File: src/hw/supervisor_regs.svh
// Register offsets, field positions, reset values and timing for the sleep/wake-up supervisor
`ifndef SUPERVISOR_REGS_SVH
`define SUPERVISOR_REGS_SVH

`define ADDR_INT_STATUS_ONE   7'h03
`define ADDR_INT_STATUS_TWO   7'h04
`define ADDR_INT_ENABLE_TWO   7'h06
`define ADDR_OP_CONTROL_ONE   7'h07
`define ADDR_CONV_CONFIG      7'h0F
`define ADDR_SENSOR_OFFSET    7'h10
`define ADDR_CONV_RESULT      7'h11
`define ADDR_TEMP_CAL         7'h12
`define ADDR_WAKE_COUNT_HIGH  7'h13
`define ADDR_WAKE_COUNT_LOW   7'h14
`define ADDR_WAKE_EXPONENT    7'h15
`define ADDR_WAKE_MANT_HIGH   7'h16
`define ADDR_WAKE_MANT_LOW    7'h17
`define ADDR_WAKE_DIVIDER     7'h18
`define ADDR_DUTY_EXT_TIME    7'h19
`define ADDR_BATT_THRESHOLD   7'h1A
`define ADDR_BATT_LEVEL       7'h1B

`define BIT_ST1_CONV_DONE     4
`define BIT_ST2_WAKE          3
`define BIT_ST2_BATT          2
`define BIT_OP_BATT_EN        6
`define BIT_OP_WAKE_EN        5
`define BIT_OP_XTAL_SEL       4
`define BIT_OP_LDC_EN         2
`define BIT_OP_AWAKE          0
`define BIT_CONV_START        7

`define RST_OP_CONTROL_ONE    8'h01
`define RST_INT_ENABLE_TWO    8'h00
`define RST_CONV_CONFIG       8'h00
`define RST_TEMP_CAL          8'h20
`define RST_BATT_THRESHOLD    8'h00
`define RST_WAKE_MANTISSA     16'h0001
`define TEMP_SENSOR_INPUT     3'h0

`define CLK_PERIOD_NS         20
`define CLK_FREQ_HZ           50000000
`define SLOW_FREQ_HZ          32768
`define SLOW_DIV              (`CLK_FREQ_HZ / `SLOW_FREQ_HZ)
`define CONV_TIME_NS          350000
`define CONV_CYCLES           ((`CONV_TIME_NS + `CLK_PERIOD_NS - 1) / `CLK_PERIOD_NS)
`define SENSE_TIME_NS         250000
`define SENSE_CYCLES          (`SENSE_TIME_NS / `CLK_PERIOD_NS)
`define BATT_PERIOD_MS        1000
`define BATT_PERIOD_TICKS     (`SLOW_FREQ_HZ * `BATT_PERIOD_MS / 1000)
`define BATT_LOW_RUN          3'h4
`define WAKE_TICK_SHIFT       6'h05

`endif

File: src/hw/supervisor_pkg.sv
// Types shared by the sleep/wake-up supervisor
package supervisor_pkg;
	typedef enum logic [3:0] {
		ST_SLEEP     = 4'h1,
		ST_AWAKE     = 4'h2,
		ST_RX_CHECK  = 4'h4,
		ST_RX_EXTEND = 4'h8
	} power_state_t;

	typedef struct packed {
		logic sclk;
		logic nsel;
		logic sdi;
	} spi_in_t;

	typedef struct packed {
		logic [2:0] input_sel;
		logic [1:0] reference;
		logic [1:0] gain;
	} conv_cfg_t;

	typedef struct packed {
		logic [1:0] range;
		logic       shift_en;
		logic [3:0] bandgap_trim;
	} temp_cfg_t;
endpackage : supervisor_pkg

File: src/hw/wake_period_counter.sv
// Wake-up period counter: prescaler of 2^(5+R-D) slow ticks, then mantissa count
`timescale 1ns/1ps
`default_nettype none
`include "supervisor_regs.svh"
module wake_period_counter (
	// Clock and reset
	input  wire logic        clk_i,
	input  wire logic        nrst_i,
	// Control
	input  wire logic        run_i,
	input  wire logic        tick_i,
	input  wire logic [15:0] mantissa_i,
	input  wire logic [4:0]  exponent_i,
	input  wire logic [1:0]  divider_i,
	// Status
	output logic      [15:0] count_o,
	output logic             expire_o
);
	logic [31:0] pre_ff;
	logic [15:0] count_ff;
	logic        expire_ff;
	logic [5:0]  shift;
	logic [31:0] pre_limit;
	logic        pre_done;
	logic        last;

	assign shift     = {1'b0, exponent_i} + `WAKE_TICK_SHIFT - {4'h0, divider_i};
	assign pre_limit = (32'h1 << shift[4:0]) - 32'h1;
	assign pre_done  = tick_i && (pre_ff >= pre_limit);
	// A zero mantissa behaves as one
	assign last      = (count_ff + 16'h1 >= mantissa_i);
	assign count_o   = count_ff;
	assign expire_o  = expire_ff;

	always_ff @(posedge clk_i) begin
		if (!nrst_i || !run_i) begin
			pre_ff    <= 32'h0;
			count_ff  <= 16'h0;
			expire_ff <= 1'b0;
		end else begin
			expire_ff <= pre_done && last;
			if (tick_i) begin
				pre_ff <= pre_done ? 32'h0 : pre_ff + 32'h1;
			end
			if (pre_done) begin
				count_ff <= last ? 16'h0 : count_ff + 16'h1;
			end
		end
	end
endmodule : wake_period_counter
`default_nettype wire

File: src/hw/sleep_wakeup_supervisor.sv
// Sleep/wake-up supervisor: SPI registers, wake timer, battery monitor, converter sequencing
`timescale 1ns/1ps
`default_nettype none
`include "supervisor_regs.svh"
module sleep_wakeup_supervisor
	import supervisor_pkg::*;
#(
	parameter int CONV_CYCLES       = `CONV_CYCLES,
	parameter int SENSE_CYCLES      = `SENSE_CYCLES,
	parameter int BATT_PERIOD_TICKS = `BATT_PERIOD_TICKS
) (
	// Clock and reset
	input  wire logic                    clk_i,
	input  wire logic                    nrst_i,
	// SPI register port
	input  wire supervisor_pkg::spi_in_t spi_i,
	output logic                         spi_sdo_o,
	output logic                         spi_sdo_oe_o,
	// Interrupt to host
	output logic                         interrupt_request_n_o,
	// Pin zero: wake output or slow crystal
	input  wire logic                    general_pin_zero_i,
	output logic                         general_pin_zero_o,
	output logic                         general_pin_zero_oe_o,
	// Analog side
	input  wire logic [4:0]              battery_code_i,
	input  wire logic [7:0]              converter_sample_i,
	input  wire logic                    test_bus_temp_i,
	output logic                         battery_sense_on_o,
	output logic                         rc_osc_enable_o,
	output logic                         temp_sensor_power_o,
	output logic                         converter_start_o,
	output supervisor_pkg::conv_cfg_t    conv_cfg_o,
	output supervisor_pkg::temp_cfg_t    temp_cfg_o,
	output logic [7:0]                   sensor_offset_o,
	// Radio sequencing
	input  wire logic                    preamble_valid_i,
	input  wire logic                    sync_valid_i,
	input  wire logic                    rx_check_done_i,
	output logic                         xtal_enable_o,
	output logic                         receiver_on_o
);
	import supervisor_pkg::*;

	localparam int IN_W = 17;

	// Input synchronisers
	logic [IN_W-1:0] sync1_ff;
	logic [IN_W-1:0] sync2_ff;
	logic            sclk_d_ff;
	logic            pin_d_ff;
	logic            sclk_s;
	logic            nsel_s;
	logic            sdi_s;
	logic            pin_s;
	logic [4:0]      batt_s;
	logic [7:0]      conv_s;

	always_ff @(posedge clk_i) begin
		sync1_ff  <= {spi_i.sclk, spi_i.nsel, spi_i.sdi, general_pin_zero_i,
			battery_code_i, converter_sample_i};
		sync2_ff  <= sync1_ff;
		sclk_d_ff <= sclk_s;
		pin_d_ff  <= pin_s;
	end

	assign {sclk_s, nsel_s, sdi_s, pin_s, batt_s, conv_s} = sync2_ff;

	// Register storage
	logic [7:0]   st1_ff;
	logic [7:0]   st2_ff;
	logic [7:0]   ien2_ff;
	logic [7:0]   op_ff;
	logic [7:0]   conv_cfg_ff;
	logic [7:0]   offset_ff;
	logic [7:0]   result_ff;
	logic [7:0]   temp_cal_ff;
	logic [4:0]   exp_ff;
	logic [15:0]  mant_ff;
	logic [1:0]   div_ff;
	logic [7:0]   ldc_ff;
	logic [4:0]   thresh_ff;
	logic [4:0]   level_ff;

	// SPI serial engine
	logic [14:0]  shift_ff;
	logic [4:0]   bit_cnt_ff;
	logic [6:0]   addr_ff;
	logic         wr_ff;
	logic [7:0]   tx_ff;
	logic         sclk_rise;
	logic         sclk_fall;
	logic [7:0]   frame_byte;
	logic         hdr_done;
	logic         wr_stb;
	logic         rd_stb;
	logic [7:0]   rd_data;
	logic [15:0]  wake_count;

	assign sclk_rise  = sclk_s && !sclk_d_ff && !nsel_s;
	assign sclk_fall  = !sclk_s && sclk_d_ff && !nsel_s;
	assign frame_byte = {shift_ff[6:0], sdi_s};
	assign hdr_done   = sclk_rise && (bit_cnt_ff == 5'h07);
	assign wr_stb     = sclk_rise && (bit_cnt_ff == 5'h0F) && wr_ff;
	assign rd_stb     = hdr_done && !frame_byte[7];

	always_ff @(posedge clk_i) begin
		if (!nrst_i || nsel_s) begin
			bit_cnt_ff <= 5'h00;
			wr_ff      <= 1'b0;
			tx_ff      <= 8'h00;
		end else begin
			if (sclk_rise) begin
				shift_ff   <= {shift_ff[13:0], sdi_s};
				bit_cnt_ff <= (bit_cnt_ff == 5'h10) ? bit_cnt_ff : bit_cnt_ff + 5'h01;
			end
			if (hdr_done) begin
				addr_ff <= frame_byte[6:0];
				wr_ff   <= frame_byte[7];
			end
			if (rd_stb) begin
				tx_ff <= rd_data;
			end else if (sclk_fall && bit_cnt_ff >= 5'h09) begin
				tx_ff <= {tx_ff[6:0], 1'b0};
			end
		end
	end

	assign spi_sdo_o    = tx_ff[7];
	assign spi_sdo_oe_o = !nsel_s && !wr_ff && (bit_cnt_ff >= 5'h08);

	// Read decode uses the address just shifted in
	always_comb begin
		case (frame_byte[6:0])
			`ADDR_INT_STATUS_ONE:  rd_data = st1_ff;
			`ADDR_INT_STATUS_TWO:  rd_data = st2_ff;
			`ADDR_INT_ENABLE_TWO:  rd_data = ien2_ff;
			`ADDR_OP_CONTROL_ONE:  rd_data = op_ff;
			`ADDR_CONV_CONFIG:     rd_data = conv_cfg_ff;
			`ADDR_SENSOR_OFFSET:   rd_data = offset_ff;
			`ADDR_CONV_RESULT:     rd_data = result_ff;
			`ADDR_TEMP_CAL:        rd_data = temp_cal_ff;
			`ADDR_WAKE_COUNT_HIGH: rd_data = wake_count[15:8];
			`ADDR_WAKE_COUNT_LOW:  rd_data = wake_count[7:0];
			`ADDR_WAKE_EXPONENT:   rd_data = {3'h0, exp_ff};
			`ADDR_WAKE_MANT_HIGH:  rd_data = mant_ff[15:8];
			`ADDR_WAKE_MANT_LOW:   rd_data = mant_ff[7:0];
			`ADDR_WAKE_DIVIDER:    rd_data = {6'h00, div_ff};
			`ADDR_DUTY_EXT_TIME:   rd_data = ldc_ff;
			`ADDR_BATT_THRESHOLD:  rd_data = {3'h0, thresh_ff};
			`ADDR_BATT_LEVEL:      rd_data = {3'h0, level_ff};
			default:               rd_data = 8'h00;
		endcase
	end

	// Named control bits
	logic batt_en;
	logic wake_en;
	logic xtal_sel;
	logic ldc_en;
	logic awake_req;

	assign batt_en   = op_ff[`BIT_OP_BATT_EN];
	assign wake_en   = op_ff[`BIT_OP_WAKE_EN];
	assign xtal_sel  = op_ff[`BIT_OP_XTAL_SEL];
	assign ldc_en    = op_ff[`BIT_OP_LDC_EN];
	assign awake_req = op_ff[`BIT_OP_AWAKE];

	// Slow clock enable: RC divider or pin zero crystal
	logic [10:0] slow_div_ff;
	logic        rc_tick;
	logic        slow_tick;

	assign rc_tick = (slow_div_ff == 11'(`SLOW_DIV - 1));
	assign slow_tick = xtal_sel ? (pin_s && !pin_d_ff) : rc_tick;

	always_ff @(posedge clk_i) begin
		if (!nrst_i || rc_tick) begin
			slow_div_ff <= 11'h000;
		end else begin
			slow_div_ff <= slow_div_ff + 11'h001;
		end
	end

	// Power state machine
	power_state_t state_ff;
	power_state_t nxt_state;
	logic         wake_run_ff;
	logic         wake_expire;
	logic         irq_pending;
	logic         ext_done;
	logic [12:0]  ext_cnt_ff;

	assign irq_pending = |(st2_ff & ien2_ff);
	assign ext_done    = (ext_cnt_ff >= {ldc_ff, 5'h00});

	always_comb begin
		nxt_state = state_ff;
		case (state_ff)
			ST_SLEEP: begin
				if (awake_req) begin
					nxt_state = ST_AWAKE;
				end else if (wake_expire && ldc_en) begin
					nxt_state = ST_RX_CHECK;
				end else if (wake_expire && ien2_ff[`BIT_ST2_WAKE]) begin
					nxt_state = ST_AWAKE;
				end
			end
			ST_AWAKE: begin
				if (!awake_req && !irq_pending) begin
					nxt_state = ST_SLEEP;
				end
			end
			ST_RX_CHECK: begin
				if (awake_req) begin
					nxt_state = ST_AWAKE;
				end else if (rx_check_done_i) begin
					if (preamble_valid_i && sync_valid_i) begin
						nxt_state = ST_RX_EXTEND;
					end else begin
						nxt_state = ST_SLEEP;
					end
				end
			end
			ST_RX_EXTEND: begin
				if (awake_req) begin
					nxt_state = ST_AWAKE;
				end else if (ext_done) begin
					nxt_state = ST_SLEEP;
				end
			end
			default: nxt_state = ST_AWAKE;
		endcase
	end

	always_ff @(posedge clk_i) begin
		if (!nrst_i) begin
			state_ff    <= ST_AWAKE;
			wake_run_ff <= 1'b0;
			ext_cnt_ff  <= 13'h0000;
		end else begin
			state_ff    <= nxt_state;
			wake_run_ff <= wake_en && (wake_run_ff || nxt_state == ST_SLEEP);
			if (state_ff != ST_RX_EXTEND) begin
				ext_cnt_ff <= 13'h0000;
			end else if (slow_tick) begin
				ext_cnt_ff <= ext_cnt_ff + 13'h0001;
			end
		end
	end

	wake_period_counter u_wake (
		.clk_i      (clk_i),
		.nrst_i     (nrst_i),
		.run_i      (wake_run_ff),
		.tick_i     (slow_tick),
		.mantissa_i (mant_ff),
		.exponent_i (exp_ff),
		.divider_i  (div_ff),
		.count_o    (wake_count),
		.expire_o   (wake_expire)
	);

	// Battery monitor
	logic [15:0] batt_tick_ff;
	logic [15:0] sense_cnt_ff;
	logic        sense_ff;
	logic [2:0]  low_run_ff;
	logic        batt_low;
	logic        sense_end;
	logic        batt_set;

	assign sense_end = sense_ff && (sense_cnt_ff == 16'(SENSE_CYCLES - 1));
	// At or below threshold counts as low
	assign batt_low  = (batt_s <= thresh_ff);
	assign batt_set  = sense_end && batt_low && (low_run_ff == `BATT_LOW_RUN - 3'h1);

	always_ff @(posedge clk_i) begin
		if (!nrst_i || !batt_en) begin
			batt_tick_ff <= 16'h0000;
			sense_cnt_ff <= 16'h0000;
			sense_ff     <= 1'b0;
			low_run_ff   <= 3'h0;
		end else begin
			if (slow_tick) begin
				if (batt_tick_ff == 16'(BATT_PERIOD_TICKS - 1)) begin
					batt_tick_ff <= 16'h0000;
					sense_ff     <= 1'b1;
				end else begin
					batt_tick_ff <= batt_tick_ff + 16'h0001;
				end
			end
			if (sense_end) begin
				sense_ff     <= 1'b0;
				sense_cnt_ff <= 16'h0000;
				if (!batt_low) begin
					low_run_ff <= 3'h0;
				end else if (low_run_ff != `BATT_LOW_RUN) begin
					low_run_ff <= low_run_ff + 3'h1;
				end
			end else if (sense_ff) begin
				sense_cnt_ff <= sense_cnt_ff + 16'h0001;
			end
		end
	end

	// General converter
	logic [15:0] conv_cnt_ff;
	logic        conv_start_ff;
	logic        conv_busy;
	logic        conv_end;

	assign conv_busy = conv_cfg_ff[`BIT_CONV_START];
	assign conv_end  = conv_busy && (conv_cnt_ff == 16'(CONV_CYCLES - 1));

	always_ff @(posedge clk_i) begin
		if (!nrst_i || !conv_busy) begin
			conv_cnt_ff <= 16'h0000;
		end else begin
			conv_cnt_ff <= conv_cnt_ff + 16'h0001;
		end
	end

	// Register writes, status flags and captured results
	always_ff @(posedge clk_i) begin
		if (!nrst_i) begin
			st1_ff        <= 8'h00;
			st2_ff        <= 8'h00;
			ien2_ff       <= `RST_INT_ENABLE_TWO;
			op_ff         <= `RST_OP_CONTROL_ONE;
			conv_cfg_ff   <= `RST_CONV_CONFIG;
			offset_ff     <= 8'h00;
			result_ff     <= 8'h00;
			temp_cal_ff   <= `RST_TEMP_CAL;
			exp_ff        <= 5'h00;
			mant_ff       <= `RST_WAKE_MANTISSA;
			div_ff        <= 2'h0;
			ldc_ff        <= 8'h00;
			thresh_ff     <= 5'(`RST_BATT_THRESHOLD);
			level_ff      <= 5'h00;
			conv_start_ff <= 1'b0;
		end else begin
			conv_start_ff <= 1'b0;
			if (wr_stb) begin
				case (addr_ff)
					`ADDR_INT_ENABLE_TWO: ien2_ff     <= frame_byte;
					`ADDR_OP_CONTROL_ONE: op_ff       <= frame_byte;
					`ADDR_CONV_CONFIG:    conv_cfg_ff <= frame_byte | (conv_cfg_ff & 8'h80);
					`ADDR_SENSOR_OFFSET:  offset_ff   <= frame_byte;
					`ADDR_TEMP_CAL:       temp_cal_ff <= frame_byte;
					`ADDR_WAKE_EXPONENT:  exp_ff      <= frame_byte[4:0];
					`ADDR_WAKE_MANT_HIGH: mant_ff[15:8] <= frame_byte;
					`ADDR_WAKE_MANT_LOW:  mant_ff[7:0]  <= frame_byte;
					`ADDR_WAKE_DIVIDER:   div_ff      <= frame_byte[1:0];
					`ADDR_DUTY_EXT_TIME:  ldc_ff      <= frame_byte;
					`ADDR_BATT_THRESHOLD: thresh_ff   <= frame_byte[4:0];
					default: ;
				endcase
				if (addr_ff == `ADDR_CONV_CONFIG && frame_byte[`BIT_CONV_START] && !conv_busy) begin
					conv_start_ff <= 1'b1;
				end
			end
			// Start bit clears at conversion end
			if (conv_end) begin
				conv_cfg_ff[`BIT_CONV_START] <= 1'b0;
				result_ff                    <= conv_s;
			end
			if (sense_end) begin
				level_ff <= batt_s;
			end
			// Read clears, a new event wins
			st1_ff <= ((rd_stb && frame_byte[6:0] == `ADDR_INT_STATUS_ONE) ? 8'h00 : st1_ff)
				| {3'h0, conv_end, 4'h0};
			st2_ff <= ((rd_stb && frame_byte[6:0] == `ADDR_INT_STATUS_TWO) ? 8'h00 : st2_ff)
				| {4'h0, wake_expire, batt_set, 2'h0};
		end
	end

	// Enabled events pull the line low
	assign interrupt_request_n_o = !irq_pending;

	// RC oscillator for monitoring and wake timing
	assign rc_osc_enable_o    = !xtal_sel && ((batt_en && state_ff == ST_SLEEP) || wake_run_ff);
	assign battery_sense_on_o = sense_ff;
	assign temp_sensor_power_o = (conv_cfg_ff[6:4] == `TEMP_SENSOR_INPUT) || test_bus_temp_i;
	assign converter_start_o   = conv_start_ff;
	assign conv_cfg_o          = conv_cfg_ff[6:0];
	// Range and shift reach the sensor
	assign temp_cfg_o.range    = temp_cal_ff[7:6];
	assign temp_cfg_o.shift_en = temp_cal_ff[5];
	assign temp_cfg_o.bandgap_trim = temp_cal_ff[4] ? temp_cal_ff[3:0] : 4'h0;
	assign sensor_offset_o     = offset_ff;
	assign xtal_enable_o       = (state_ff != ST_SLEEP);
	assign receiver_on_o       = (state_ff == ST_RX_CHECK) || (state_ff == ST_RX_EXTEND);
	assign general_pin_zero_o    = st2_ff[`BIT_ST2_WAKE];
	assign general_pin_zero_oe_o = !xtal_sel;
endmodule : sleep_wakeup_supervisor
`default_nettype wire

File: config.mk
export PLATFORM = sky130hd
export DESIGN_NAME = sleep_wakeup_supervisor
export DESIGN_NICKNAME = d
export VERILOG_FILES = /design/src/hw/supervisor_pkg.sv /design/src/hw/wake_period_counter.sv /design/src/hw/sleep_wakeup_supervisor.sv
export VERILOG_INCLUDE_DIRS = /design/src /design/src/hw
export SDC_FILE = /design/constraint.sdc
export NUM_CORES = 1
export LEC_CHECK = 0
export BUFFER_PORTS_ARGS = -buffer_cell sky130_fd_sc_hd__clkbuf_2
export CAP_MARGIN = 20
export CORE_UTILIZATION = 60
export DETAILED_ROUTE_END_ITERATION = 10
export MAX_ROUTING_LAYER = met4
export PLACE_DENSITY = 0.88
export SYNTH_ARGS = -nofsm -noshare
export SYNTH_HDL_FRONTEND = slang
export SYNTH_SLANG_ARGS = --single-unit
export TNS_END_PERCENT = 1
File: constraint.sdc
create_clock -name clk_i -period 6.9 [get_ports clk_i]
set_clock_uncertainty 0.05 [all_clocks]
set_input_delay 0.69 -clock clk_i [delete_from_list [all_inputs] [get_ports clk_i]]
set_output_delay 0.69 -clock clk_i [all_outputs]
set_load 0.02 [all_outputs]
==> impl_metrics.toml <==
[grt]
antenna_found_initial = 0
grt_pass1_wl_um = 62040
grt_start_max_net_pins = 57
grt.overflow.total = 0
track_usage_pct = 30.08
grt_pass1_vias = 12380

[worst_setup_path]
end_kind = "flip-flop"
reg2reg_slack_ns = 0.61
cp.arrival_ns = 6.72
critPathKind = "reg2reg"
cp_slowest_stage_delay_ns = 0.53
regToRegEndpoint = "u_wake.count_o[13]$_SDFFE_PP0P_"
rr_worst_depth = 22
worstPathRequired_ns = 7.33
startpoint_type = "flip-flop"
cp_max_fo = 16
crit_chain = "inv_1, ha_1, inv_1, ha_1, a21o_1, a21boi_1, nand2b_1, nor2_1, nand4_1, ha_1, inv_1, a221oi_4, nand4_4, a311oi_2, xor2_1, ha_1, nand4_1, nor4_1, nor3b_1, a21boi_1, nor2_1, a41o_1"
critical_path.most_common_cell = "ha_1"
cp_slowest_cell = "nor2_1"
timing.rr.start = "exp_ff[1]$_SDFFE_PN0P_"

[sta]
drv_slew = 0
fin_ws_ns = 0.6114
setup_viol = 0
hold_viol_final = 0
worst_pin_slew_ns = 1.021
fin_crit_sh_pct = 91.14
fin_crit_ns = 6.289
max_freq_ghz = 0.1590
relSlewSlack_pct = 31.79
rsz0062_at_grt = "no"
setup_tns_ns = 0

[cells_and_area]
final_cell_mix = "273 x dfxtp_1, 166 x nor2_1, 137 x nand2_1"
final_common_cell = "dfxtp_1"
finalCoreUtilization_pct = 67.69
area_growth_pct = 10.22
num-nets-final = 1811
antennaDiodeCount = 0
drive_above_1_share_pct = 8.854

[clock_tree]
h-tree-depth = 1
cts_resized = 0
tritoncts = "built"
clock_latency_ns = 0.55
post_cts.repair.setup_buffers = 0
cts_buffers = 30
root_buffer = "clkbuf_16"
clock_path_buffers = 3
clkSinkCount = 287
hold_buffers = 0
clkTransAtPathRegs_ns = 0.06

[synth]
yosysWarnings = 0
ys.flop_type = "dfxtp_1"
async_flop_share_pct = 0
syn_nets = 1803
syn_area_sq_um = 14980
synth_edf_count = 14
ys_seq_area_share_pct = 39.29
ys_seq_elements = 287
yosysUniqueCellTypes = 87
postSynthCellCount = 1696
avgSynthCellArea_sq_um = 8.832

[placement]
gp_congestion = 0.9506
port_buffers = 55
dp_hpwl_um = 25780
post-place-ws_ns = 0.8211

[pwr]
leakagePower_nw = 6.257
switchingPower_uw = 724.4
power_mw = 3.576
ir_drop_mv = 0.2189
pwr-share-clk_pct = 51.2
intPower_mw = 2.852
p_seq_share_pct = 47.3
power.density_nw_per_um2 = 216.6
swShare_pct = 20.25
comb_power_share_pct = 1.4

[hold_path]
min_to = "sync1_ff[7]$_DFF_P_"
min-delay-start = "converter_sample_i[7]"
min_path_type = "in2reg"
hold_path_depth = 1

[detailed_routing]
drtPass1Iterations = 6
drc = 0
num_vias = 12770
viasPerCell = 6.222
drt-initial-drc-count = 1267
wl_per_cell_um = 18.43
drt_wl_total_um = 37830
route.antenna.remaining_nets = 0

[status]
status = "finished, final reports clean"

[floorplanning]
initial_core_util_pct = 61.41
core_sq_um = 24390
die_w_um = 160.0
io_pins = 56
die-area_sq_um = 25600
die_h_um = 160.0
rows = 57

[job]
maxCapViolations = 0
[metal layers]
metal | up-vias | wire [um] | GRT usage [%]
li1 | 5999 | - | -
met1 | 6027 | 15430 | 36.78
met2 | 589 | 17720 | 49.07
met3 | 153 | 2986 | 4.416
met4 | 0 | 1680 | 13.77
met5 | - | 0 | -
[worst max-delay path, delay by kind of cell, from the launching register on]
family | cells | cell delay [ns]
XOR/XNOR | 1 | 0.11
adder cells (fa/ha/maj) | 4 | 1.26
AND/OR/NAND/NOR | 8 | 2.50
buffers and inverters | 3 | 0.30
flip-flops | 1 | 0.36
AO/OA/AOI/OAI | 6 | 1.62
[sequential cells by signal, summed over array words and instances (netlist names), 11 cells and up]
register,count
ext_cnt_ff,13
batt_tick_ff,16
sync1_ff,17
sync2_ff,17
mant_ff,16
conv_cnt_ff,16
slow_div_ff,11
u_wake.pre_ff,32
u_wake.count_o,16
sense_cnt_ff,16
[power by group through the flow]
| stage | clock network, mW | registers (mW) | logic, mW |
|---|---|---|---|
| global placement | 0 | 1.73 | 0.0484 |
| CTS | 1.84 | 1.69 | 0.0503 |
| floorplan | 0 | 1.72 | 0.0350 |
| global route | 1.91 | 1.69 | 0.0549 |
| finish | 1.83 | 1.69 | 0.0513 |
| detailed placement | 0 | 1.73 | 0.0492 |
[per-stage QoR]
step                hold slack (ns)  instance area, sq um  std cells
detailed placement           0.2636                 15370       1996
global route                 0.1757                 16510       2052
global placement             0.2601                 15370       1996
CTS                          0.1760                 16510       2052
finish                       0.1891                 16510       2052
floorplan                    0.2596                 14980       1696
[how the worst max path moves through the flow]
stage | slack (ns) | depth (start not counted) | start | to
global placement | 1.07 | 22 | exp_ff[1]$_SDFFE_PN0P_ | u_wake.count_o[1]$_SDFFE_PP0P_
floorplan | 1.74 | 23 | exp_ff[1]$_SDFFE_PN0P_ | u_wake.pre_ff[10]$_SDFFE_PP0P_
detailed placement | 0.82 | 22 | exp_ff[1]$_SDFFE_PN0P_ | u_wake.count_o[12]$_SDFFE_PP0P_
finish | 0.61 | 22 | exp_ff[1]$_SDFFE_PN0P_ | u_wake.count_o[13]$_SDFFE_PP0P_
CTS | 0.78 | 22 | exp_ff[1]$_SDFFE_PN0P_ | u_wake.count_o[13]$_SDFFE_PP0P_
global route | 0.21 | 22 | exp_ff[1]$_SDFFE_PN0P_ | u_wake.count_o[13]$_SDFFE_PP0P_
[synthesized netlist by cell type (all sizes together) (14+ instances only)]
master | instances | area [sq um]
a21oi | 79 | 395.4
a22oi | 18 | 135.1
xnor2 | 47 | 419.2
and2 | 25 | 156.4
inv | 64 | 240.2
nand2 | 137 | 514.2
edfxtp | 14 | 420.4
nand3 | 74 | 370.4
mux2i | 82 | 820.8
nand4 | 42 | 284.0
and3 | 28 | 175.2
nor2b | 91 | 569.3
clkbuf | 73 | 274.0
buf | 20 | 127.6
nor4 | 14 | 130.1
dfxtp | 273 | 5465
o21ai | 69 | 345.3
nor2 | 168 | 640.6
ha | 83 | 1039
nor3 | 39 | 234.0
xor2 | 72 | 638.1
[final cells by class]
cell class | count | area, sq um
clock buffers | 39 | 825.8
fillers | 1854 | 7881
well taps | 324 | 405.4
inverters | 64 | 240.2
clock inverters | 17 | 310.3
flip-flops and latches | 287 | 5886
repair buffers | 69 | 380.4
multi-input cells | 1252 | 8462
[cells by family (layout without fill, tap and decap cells)]
logic type | count (synthesis) | in the layout | share of synthesized area, %
muxes | 89 | 89 | 6.156
AOI/OAI and AO/OA | 276 | 276 | 12.20
adders and majority gates | 84 | 84 | 7.067
DFF | 287 | 287 | 39.29
and+or+nand+nor | 684 | 684 | 23.94
buffers and inverters | 157 | 189 | 4.285
xor gates and xnor gates | 119 | 119 | 7.058
No activity file was read; power rests on OpenSTA's default activity.
